File: src/hdl/ep_irq_pkg.sv
// Constants for the endpoint interrupt control block.
// Assumes a 32-bit APB bus and a command channel on the same clock.
package ep_irq_pkg;

  localparam logic [31:0] DEV_STATUS_ADDR = 32'he009_0000;
  localparam logic [31:0] DEV_MASK_ADDR   = 32'he009_0004;
  localparam logic [31:0] CMD_DATA_ADDR   = 32'he009_0014;
  localparam logic [31:0] DEV_PRIO_ADDR   = 32'he009_002c;
  localparam logic [31:0] EP_STATE_ADDR   = 32'he009_0030;
  localparam logic [31:0] EP_ENABLE_ADDR  = 32'he009_0034;
  localparam logic [31:0] EP_CLEAR_ADDR   = 32'he009_0038;
  localparam logic [31:0] EP_SET_ADDR     = 32'he009_003c;
  localparam logic [31:0] EP_ROUTE_ADDR   = 32'he009_0040;
  localparam logic [31:0] CTRL_ADDR       = 32'he009_00f0;

  localparam int FAST_POS  = 0;
  localparam int SLOW_POS  = 1;
  localparam int COMMAND_DATA_FULL_FLAG_POS = 2;
  localparam int PRIO_POS  = 0;
  localparam int NAK_POS   = 0;

  localparam logic [31:0] REG_RESET  = 32'h0000_0000;
  localparam logic [2:0]  DEV_RESET  = 3'h0;
  localparam logic [7:0]  BYTE_RESET = 8'h00;
  localparam logic [31:0] RX_BITS    = 32'h5555_5555;
  localparam logic [31:0] TX_BITS    = 32'haaaa_aaaa;
  localparam logic [31:0] ISO_BITS   = 32'h030c_30c0;
  localparam logic [7:0]  CMD_SEL_CLR_BASE = 8'h40;

  typedef enum logic [1:0] {ST_IDLE, ST_DROP, ST_ISSUE, ST_WAIT} clr_state_t;

endpackage : ep_irq_pkg

File: src/hdl/ep_irq_ctrl.sv
// Endpoint interrupt status, clear sequencer, set and fast/slow routing.
// Assumes an APB master on pclk and a protocol engine command channel on pclk.
//
// The APB interface to the registers was decided locally.
`timescale 1ns/10ps

// Overview of operation
// - A one written to the clear register clears that endpoint status bit.
// - Per cleared endpoint, drop the data-full flag, then issue select/clear command.
// - On command completion set the data-full flag and load endpoint status.
// - Several cleared endpoints are served from highest number to lowest.
// - Sequencer moves to the next endpoint without waiting for software reads.
// - Clear and command handshake runs on the engine clock, tied to the flag.
// - A one written to the set register sets that endpoint status bit.
// - Routing bit one sends the endpoint to fast, zero to slow.
// - Any number of endpoints may share the fast or the slow bit.
// - Device priority setting sends the fast status bit to irq_fast; when clear it goes to irq.
// - Clear, set and routing registers are write-only and reset to zero.
// - Receive sets on good packet; transmit on success or enabled NAK.
// - Only enabled status bits reach the fast or slow device bit.
module ep_irq_ctrl
  import ep_irq_pkg::*;
(
  input  wire logic        pclk,
  input  wire logic        presetn,
  input  wire logic        ce,
  input  wire logic [31:0] paddr,
  input  wire logic        psel,
  input  wire logic        penable,
  input  wire logic        pwrite,
  input  wire logic [31:0] pwdata,
  output logic      [31:0] prdata,
  output logic             pready,
  output logic             pslverr,
  input  wire logic [31:0] ep_rx_ok,
  input  wire logic [31:0] ep_tx_ok,
  input  wire logic [31:0] ep_tx_nak,
  output logic             cmd_valid,
  output logic      [7:0]  cmd_code,
  input  wire logic        cmd_ready,
  input  wire logic        cmd_done,
  input  wire logic [7:0]  cmd_status,
  output logic             irq,
  output logic             irq_fast
);

  ////////////////////////////////////////////////////////////////////////////
  // Helpers.

  function automatic logic [4:0] highest_set(input logic [31:0] v);
    logic [4:0] r;
    r = 5'h00;
    for (int i = 0; i < 32; i++)
    begin
      if (v[i])
        r = 5'(i);
    end
    return r;
  endfunction : highest_set

  function automatic logic is_mapped(input logic [31:0] a);
    return a == DEV_STATUS_ADDR || a == DEV_MASK_ADDR || a == CMD_DATA_ADDR ||
           a == DEV_PRIO_ADDR || a == EP_STATE_ADDR || a == EP_ENABLE_ADDR ||
           a == EP_CLEAR_ADDR || a == EP_SET_ADDR || a == EP_ROUTE_ADDR ||
           a == CTRL_ADDR;
  endfunction : is_mapped

  ////////////////////////////////////////////////////////////////////////////
  // State.

  logic [31:0] prdata_ff,    nxt_prdata;
  logic        pready_ff,    nxt_pready;
  logic        pslverr_ff,   nxt_pslverr;
  logic [31:0] ep_state_ff,  nxt_ep_state;
  logic [31:0] ep_enable_ff, nxt_ep_enable;
  logic [31:0] ep_route_ff,  nxt_ep_route;
  logic [31:0] pending_ff,   nxt_pending;
  logic [2:0]  dev_status_ff, nxt_dev_status;
  logic [2:0]  dev_mask_ff,  nxt_dev_mask;
  logic        dev_prio_ff,  nxt_dev_prio;
  logic        nak_en_ff,    nxt_nak_en;
  logic [7:0]  cmd_data_ff,  nxt_cmd_data;
  logic [4:0]  ep_idx_ff,    nxt_ep_idx;
  logic        cmd_valid_ff, nxt_cmd_valid;
  logic [7:0]  cmd_code_ff,  nxt_cmd_code;
  logic        irq_ff,       nxt_irq;
  logic        irq_fast_ff,  nxt_irq_fast;
  clr_state_t  st_ff,        nxt_st;

  logic        wr;
  logic [31:0] clr_w;
  logic [31:0] set_w;
  logic [31:0] hw_event;
  logic [2:0]  dev_w1c;
  logic [2:0]  dev_set;
  logic        hw_drop;
  logic [31:0] rd_val;

  ////////////////////////////////////////////////////////////////////////////
  // Next-state logic.

  always_comb
  begin
    wr      = psel && penable && pready_ff && pwrite;
    clr_w   = (wr && paddr == EP_CLEAR_ADDR) ? pwdata : REG_RESET;
    set_w   = (wr && paddr == EP_SET_ADDR) ? pwdata : REG_RESET;
    dev_w1c = (wr && paddr == DEV_STATUS_ADDR) ? pwdata[2:0] : DEV_RESET;
    hw_event = ((ep_rx_ok & RX_BITS) |
                ((ep_tx_ok | (ep_tx_nak & {32{nak_en_ff}})) & TX_BITS)) & ~ISO_BITS;

    unique case (paddr)
      DEV_STATUS_ADDR: rd_val = {29'h0000_0000, dev_status_ff};
      DEV_MASK_ADDR:   rd_val = {29'h0000_0000, dev_mask_ff};
      CMD_DATA_ADDR:   rd_val = {24'h00_0000, cmd_data_ff};
      DEV_PRIO_ADDR:   rd_val = {31'h0000_0000, dev_prio_ff};
      EP_STATE_ADDR:   rd_val = ep_state_ff;
      EP_ENABLE_ADDR:  rd_val = ep_enable_ff;
      CTRL_ADDR:       rd_val = {31'h0000_0000, nak_en_ff};
      default:         rd_val = REG_RESET;
    endcase

    nxt_prdata  = prdata_ff;
    nxt_pready  = 1'b0;
    nxt_pslverr = 1'b0;
    if (psel && penable && !pready_ff)
    begin
      nxt_pready  = 1'b1;
      nxt_prdata  = pwrite ? REG_RESET : rd_val;
      nxt_pslverr = !is_mapped(paddr);
    end

    nxt_ep_state  = (ep_state_ff & ~clr_w) | set_w | hw_event;
    nxt_ep_enable = (wr && paddr == EP_ENABLE_ADDR) ? pwdata : ep_enable_ff;
    nxt_ep_route  = (wr && paddr == EP_ROUTE_ADDR) ? pwdata : ep_route_ff;
    nxt_dev_mask  = (wr && paddr == DEV_MASK_ADDR) ? pwdata[2:0] : dev_mask_ff;
    nxt_dev_prio  = (wr && paddr == DEV_PRIO_ADDR) ? pwdata[PRIO_POS] : dev_prio_ff;
    nxt_nak_en    = (wr && paddr == CTRL_ADDR) ? pwdata[NAK_POS] : nak_en_ff;

    nxt_pending   = pending_ff | clr_w;
    nxt_st        = st_ff;
    nxt_ep_idx    = ep_idx_ff;
    nxt_cmd_valid = cmd_valid_ff;
    nxt_cmd_code  = cmd_code_ff;
    nxt_cmd_data  = cmd_data_ff;
    hw_drop       = 1'b0;
    dev_set       = DEV_RESET;
    unique case (st_ff)
      ST_IDLE:
      begin
        if (|pending_ff)
        begin
          nxt_ep_idx = highest_set(pending_ff);
          nxt_pending[highest_set(pending_ff)] = clr_w[highest_set(pending_ff)];
          hw_drop = 1'b1;
          nxt_st = ST_DROP;
        end
      end
      ST_DROP:
      begin
        nxt_cmd_valid = 1'b1;
        nxt_cmd_code  = CMD_SEL_CLR_BASE + {3'h0, ep_idx_ff};
        nxt_st = ST_ISSUE;
      end
      ST_ISSUE:
      begin
        if (cmd_ready)
        begin
          nxt_cmd_valid = 1'b0;
          nxt_st = ST_WAIT;
        end
      end
      ST_WAIT:
      begin
        if (cmd_done)
        begin
          nxt_cmd_data = cmd_status;
          dev_set[COMMAND_DATA_FULL_FLAG_POS] = 1'b1;
          nxt_st = ST_IDLE;
        end
      end
    endcase

    dev_set[FAST_POS] = |(ep_state_ff & ep_enable_ff & ep_route_ff);
    dev_set[SLOW_POS] = |(ep_state_ff & ep_enable_ff & ~ep_route_ff);
    nxt_dev_status = (dev_status_ff & ~dev_w1c) | dev_set;
    if (hw_drop && !dev_set[COMMAND_DATA_FULL_FLAG_POS])
      nxt_dev_status[COMMAND_DATA_FULL_FLAG_POS] = 1'b0;

    nxt_irq_fast = dev_prio_ff && nxt_dev_status[FAST_POS] && dev_mask_ff[FAST_POS];
    nxt_irq = |(nxt_dev_status & dev_mask_ff & {2'b11, !dev_prio_ff});
  end

  ////////////////////////////////////////////////////////////////////////////
  // Registers.

  always_ff @(posedge pclk or negedge presetn)
  begin
    if (!presetn)
    begin
      prdata_ff     <= REG_RESET;
      pready_ff     <= 1'b0;
      pslverr_ff    <= 1'b0;
      ep_state_ff   <= REG_RESET;
      ep_enable_ff  <= REG_RESET;
      ep_route_ff   <= REG_RESET;
      pending_ff    <= REG_RESET;
      dev_status_ff <= DEV_RESET;
      dev_mask_ff   <= DEV_RESET;
      dev_prio_ff   <= 1'b0;
      nak_en_ff     <= 1'b0;
      cmd_data_ff   <= BYTE_RESET;
      ep_idx_ff     <= 5'h00;
      cmd_valid_ff  <= 1'b0;
      cmd_code_ff   <= BYTE_RESET;
      irq_ff        <= 1'b0;
      irq_fast_ff   <= 1'b0;
      st_ff         <= ST_IDLE;
    end
    else if (ce)
    begin
      prdata_ff     <= nxt_prdata;
      pready_ff     <= nxt_pready;
      pslverr_ff    <= nxt_pslverr;
      ep_state_ff   <= nxt_ep_state;
      ep_enable_ff  <= nxt_ep_enable;
      ep_route_ff   <= nxt_ep_route;
      pending_ff    <= nxt_pending;
      dev_status_ff <= nxt_dev_status;
      dev_mask_ff   <= nxt_dev_mask;
      dev_prio_ff   <= nxt_dev_prio;
      nak_en_ff     <= nxt_nak_en;
      cmd_data_ff   <= nxt_cmd_data;
      ep_idx_ff     <= nxt_ep_idx;
      cmd_valid_ff  <= nxt_cmd_valid;
      cmd_code_ff   <= nxt_cmd_code;
      irq_ff        <= nxt_irq;
      irq_fast_ff   <= nxt_irq_fast;
      st_ff         <= nxt_st;
    end
  end

  assign prdata    = prdata_ff;
  assign pready    = pready_ff;
  assign pslverr   = pslverr_ff;
  assign cmd_valid = cmd_valid_ff;
  assign cmd_code  = cmd_code_ff;
  assign irq       = irq_ff;
  assign irq_fast  = irq_fast_ff;
endmodule : ep_irq_ctrl

File: config.mk
export PLATFORM = sky130hd
export DESIGN_NAME = ep_irq_ctrl
export DESIGN_NICKNAME = d
export VERILOG_FILES = /design/src/hdl/ep_irq_pkg.sv /design/src/hdl/ep_irq_ctrl.sv
export SDC_FILE = /design/constraint.sdc
export NUM_CORES = 1
export LEC_CHECK = 0
export BUFFER_PORTS_ARGS = -buffer_cell sky130_fd_sc_hd__buf_2
export CAP_MARGIN = 20
export CORE_MARGIN = 4
export CORE_UTILIZATION = 49
export CTS_CLUSTER_DIAMETER = 100
export DETAILED_ROUTE_END_ITERATION = 7
export HOLD_SLACK_MARGIN = 0.12
export PLACE_DENSITY = 0.86
export SKIP_LAST_GASP = 1
export SYNTH_ARGS = -nofsm -noshare
export SYNTH_HDL_FRONTEND = slang
export SYNTH_SLANG_ARGS = --single-unit
File: constraint.sdc
create_clock -name pclk -period 2.8 [get_ports pclk]
set_clock_uncertainty 0.1 [all_clocks]
set_input_delay 0.14 -clock pclk [delete_from_list [all_inputs] [get_ports pclk]]
set_output_delay 0.14 -clock pclk [all_outputs]
set_load 0.02 [all_outputs]
== Yosys cells after proc, flatten, opt, wreduce, memory -nomap -nowiden ==
Cells that the tools add are included.
Word-level totals
  logic and storage cells: 158
  bits of input ports: 176
  output and inout bits: 45
  register bits after elaboration: 196
Cells by class
  add/sub/neg operators: 1
  eq/ne operators: 16
  $lt $le $gt $ge: 2
  reduce and logical (&&, ||, !) cells: 46
  multiplexer cells: 58
  bitwise gates (word level): 17
Operators by type and width (number)
  $eq 32x32->1 const B: 10
  $pmux 32 s7: 1
  $and 32x32->32: 5
  $mux 32: 5
  $mux 5: 32
  $or 32x32->32: 4
  $reduce_or 32->1: 3
  $not 32->32: 2
  $bwmux 32: 1
  $or 31x32->32: 1
  $logic_and 1x1->1: 16
  $reduce_and 2->1: 7
  $mux 1: 11
  $and 3x3->3: 3
  $logic_or 1x1->1: 9
  $reduce_and 3->1: 3
  $add 7x5->8 const A: 1
  $pmux 2 s4: 1
  $lt 5x6->1 const B: 1
  $mux 2: 3
  $ne 2x2->1 const B: 3
  $bmux 1 s5: 1
  $demux 1 s5: 1
  $ge 5x1->1 const B: 1
  11 further kinds: 15

== Depth between registers and ports, before layout ==
  depth after elaboration: 40
  mapped depth: 10
  depth with buffers taken out: 8

== Worst setup path after synthesis ==
OpenSTA, ideal clock, no wires.
  path kind: register to register
  start: register pending_ff[9]
  end: register pending_ff[20]
  setup slack: 0.139 ns
  period minus slack after synthesis: 2.661 ns
  stages on the path, launching flop included: 10
  library setup time: 0.144 ns
  buffers on the path: 1
  data required time: 2.556 ns
  arrival: 2.417 ns
  path through: dfrtp_1 or4_1 o211a_1 o21a_4 and4b_1 nand2b_1 o22ai_1 nor4_4 buf_6 a31oi_1
On the way
  word-level cells in the longest chain between the ends: 32
  elaborated cells on any way between the ends: 36
  those cells by class: order compare: 2; mux: 32; reduce/logical: 2
RTL lines
  start: declaration: line ep_irq_ctrl.sv:77  | logic [31:0] pending_ff, nxt_pending;
  start signal: assignment: line ep_irq_ctrl.sv:227  | pending_ff <= nxt_pending;
  $mux 5 (23 in a row): line ep_irq_ctrl.sv:55  | if (v[i])
  $mux 5: line ep_irq_ctrl.sv:150  | if (|pending_ff)
  $mux 5: line ep_irq_ctrl.sv:147  | unique case (st_ff)
  $lt 5x6->1 (not written as such) or $ge 5x1->1 (tied branches): line ep_irq_ctrl.sv:153  | nxt_pending[highest_set(pending_ff)] = clr_w[highest_set(pending_ff)];
  $logic_and 1x1->1 (not written as such): line ep_irq_ctrl.sv:153
  $mux 1 (not written as such): line ep_irq_ctrl.sv:153
  $demux 1 s5: line ep_irq_ctrl.sv:153
  $bwmux 32: line ep_irq_ctrl.sv:153
  $mux 32 *: line ep_irq_ctrl.sv:150
  $mux 32 *: line ep_irq_ctrl.sv:147
Every way passes the cells marked *; elsewhere a longest branch is shown, timed or not. The select of a mux whose other input is x is not followed.
A chain may end at the register's enable or synchronous reset.

== Final worst setup path ==
  start: register pending_ff[11]
  end: register pending_ff[8]
On the way
  word-level cells in the longest chain between the ends: 30
  elaborated cells on any way between the ends: 34
  those cells by class: order compare: 2; mux: 30; reduce/logical: 2
RTL lines (line)
  $mux 5 (21 in a row): ep_irq_ctrl.sv:55
  $mux 5: ep_irq_ctrl.sv:150
  $mux 5: ep_irq_ctrl.sv:147
  $lt 5x6->1 (not written as such) or $ge 5x1->1 (tied branches): ep_irq_ctrl.sv:153
  $logic_and 1x1->1 (not written as such): ep_irq_ctrl.sv:153
  $mux 1 (not written as such): ep_irq_ctrl.sv:153
  $demux 1 s5: ep_irq_ctrl.sv:153
  $bwmux 32: ep_irq_ctrl.sv:153
  $mux 32 *: ep_irq_ctrl.sv:150
  $mux 32 *: ep_irq_ctrl.sv:147
Marks and branches as above.

==> metrics.txt <==
Post-Synthesis Cells 958; Final Util 0.676; CP Cell Sequence nor2_2 -> o311ai_0 -> buf_4 -> a2111oi_4 -> buf_4 -> o21ai_4 -> buf_6 -> mux4_2 -> a211oi_4 -> a21oi_1; CTS Buffer Depth 2; Syn Area/Cell approximately 10 um^2; worst rel slew slack 0.540; Routed WL roughly 33 mm; Yosys reg bits between 150 and 200; vias between 9000 and 10000; CTS Buf Count 17; std cell rows 50; Final setup viols 0; Clock Pin Slew Worst Setup and Hold Paths 0.07 ns; fmax between 300 and 400 MHz; maximum number of pins on one net before global-route repair 81; Max IR drop VDD about 0.47 mV; status finished with violations; vias per inst 6.25; Critical Path Fanout Max 8; layout cell share with drive strength beyond 1 0.307; initial antenna violation count 1; die area approximately 22000 um^2; DR DRC count 21; CP startpoint kind flip-flop; reg-to-reg startpoint pending_ff[11]$_DFFE_PN0P_; Max-Cap Viols 0; area grow syn2layout 33.9%; Critical Path AT approximately 3.0 ns; reg2reg end pending_ff[8]$_DFFE_PN0P_; Tcrit/Tclk final 0.999; GRT Total Usage 0.290; hpwl dp around 22 mm; WHS between 0.15 and 0.2 ns; required time worst endpoint 3.01 ns; FF-to-FF setup slack roughly 0.0023 ns; Final Hold Vio Count 0; PortBufs between 150 and 200; EDFF count, synth 0; Routed WL per cell 21.5 um; Crit path max-delay family compound AO/OA/AOI/OAI gates; Post-Syn Area roughly 9600 um^2; Core ar. 19000 um^2; Root Driver clkbuf_16; worst min-delay path class primary input to asynchronous set/reset pin; drt first-iter violations 1281; DRT antenna net count 0; I/O pin count about 220; fin crit period about 2.8 ns; failing checks design-rule violations; Reg2Reg Depth 10; H-tree depth 4; most used cell, CP buf_4; TritonCTS clock tree built; Critical path buffers and inverters 3; Die Width around 150 um; Worst path max stage delay around 0.45 ns; critical path type flip-flop to flip-flop; max-slew violation count 0; Pleak 5.87 nW; Final nets around 1400; number of global-route vias before repair around 9700; CP Launch Point pending_ff[11]$_DFFE_PN0P_; first-pass GRT wire length 50.3 mm; Sink Count approximately 190; Seq/Total Area, Yosys 0.506; RSZ-0062 raised after global routing yes; CP max stage cell dfrtp_1; Crit. End Element flip-flop; Worst-Margin Slew between 0.6 and 0.7 ns; Detailed Routing Iterations Pass 1 8; Netlist cell types around 70; Initial Util 0.505; final instance area approximately 13000 um^2; total of warnings raised by yosys 0; Skew-Pair Late Insertion Delay about 0.44 ns; Cell Pwr Density 502 nW/um^2; Main synth FF type dfrtp_1; die height approximately 150 um; grt total ovfl 0; Final GP Congestion between 0.9 and 1; DP Area between 10000 and 15000 um^2; Pwr Total between 6 and 7 mW; Async S/R FF share, synth 1.00
==> routing by layer <==
metal,vias up,global-route usage,part of all wire
met4,0,0.152,0.058
met3,188,0.0812,0.11
met1,4640,0.366,0.37
met2,618,0.457,0.47
li1,4179,-,-
met5,-,0,0
==> layout make-up <==
class / instances / area [um^2]
inverters: 26 / 97.6
diodes: 1 / 2.50
flip-flops and latches: 194 / 4860
repair buffers: 331 / 2460
fillers: 1365 / 6160
multi-input cells: 698 / 4590
clock inverters: 12 / 96.3
well taps: 260 / 325
clock buffers: 19 / 433
==> worst reg2reg max path, cell delays in order, from the launching register on <==
cell and delay, ns:
dfrtp_1 0.45, nor2_2 0.14, o311ai_0 0.13, buf_4 0.17, a2111oi_4 0.33, buf_4 0.17, o21ai_4 0.09, buf_6 0.17
mux4_2 0.45, a211oi_4 0.37, a21oi_1 0.11
==> repair_timing <==
item	4_1_cts	5_1_grt
gates cloned	0	2
hold buffers	88	0
hold endpoints to repair	226	0
gates resized for setup	6	31
setup endpoints to repair	28	53
buffers inserted	2	10
pin swaps	4	20
==> logic make-up (layout without fill, tap and decap cells) <==
family                     count (synthesis)  after routing  synth area share
adders and majority gates                  5              5           0.00651
and+or+nand+nor                          322            322             0.161
other                                      1              3          0.000391
DFF                                      194            194             0.506
AOI/OAI and AO/OA                        272            272             0.180
muxes                                     97             97             0.116
buffers and inverters                     67            388            0.0302
==> power by group <==
part | total (mW) | switching [mW] | leakage (nW) | internal [mW]
sequential | 3.06 | 0.108 | 2.54 | 2.96
combinational | 1.10 | 0.624 | 3.07 | 0.474
clock | 2.29 | 1.13 | 0.259 | 1.15
==> state kept, by name, summed over array words and instances, names as in the netlist <==
signal	count
dev_prio_ff	1
irq_fast	1
pslverr	1
ep_route_ff	32
ep_state_ff	32
irq	1
cmd_valid	1
st_ff	2
ep_idx_ff	5
dev_status_ff	3
nak_en_ff	1
cmd_data_ff	8
ep_enable_ff	32
cmd_code	6
dev_mask_ff	3
prdata	32
pready	1
pending_ff	32
==> per-stage QoR <==
step	setup slack (ns)	setup TNS, ns	instances
3_5_place_dp	-0.302	-5.06	1408
5_1_grt	-0.150	-1.81	1541
4_1_cts	0.00103	0	1529
6_report	0.00227	0	1541
2_1_floorplan	0.139	0	959
3_3_place_gp	-0.240	-3.87	1408
==> layout by cell type, fill, tap and decap left out, types with 11 or more instances in the layout <==
| cell | instances |
|---|---|
| dfrtp_1 | 193 |
| nor3_1 | 17 |
| a21oi_1 | 88 |
| dlygate4sd3_1 | 88 |
| mux2_2 | 83 |
| nor2_1 | 33 |
| nand3_1 | 39 |
| clkbuf_16 | 18 |
| buf_4 | 68 |
| buf_2 | 157 |
| a22oi_1 | 25 |
| a31oi_1 | 44 |
| mux2i_1 | 11 |
| nand2_1 | 148 |
| o22ai_1 | 19 |
| o21ai_0 | 45 |
| inv_1 | 26 |
| nand4_1 | 19 |
==> synth_stat cells (11+ instances only) <==
library cell,n,area share
dfrtp_1,194,0.51
nand2_1,148,0.058
a21oi_1,90,0.047
mux2_2,83,0.097
o21ai_0,46,0.024
a31oi_1,44,0.029
nor2_1,40,0.016
nand3_1,39,0.020
clkbuf_1,26,0.010
inv_1,26,0.010
a22oi_1,25,0.020
o22ai_1,20,0.013
nand4_1,19,0.012
nor3_1,19,0.0099
mux2i_1,11,0.011
nor4_1,11,0.0072
==> worst max-delay path by stage <==
stage                                             to  cells after the start
final                      pending_ff[8]$_DFFE_PN0P_                     10
after global routing                 irq$_DFFE_PN0P_                     10
after CTS                 pending_ff[24]$_DFFE_PN0P_                      9
after detailed placement  pending_ff[16]$_DFFE_PN0P_                     10
after global placement    pending_ff[19]$_DFFE_PN0P_                     10
after floorplan           pending_ff[20]$_DFFE_PN0P_                      9
No activity file was read; power rests on OpenSTA's default activity.
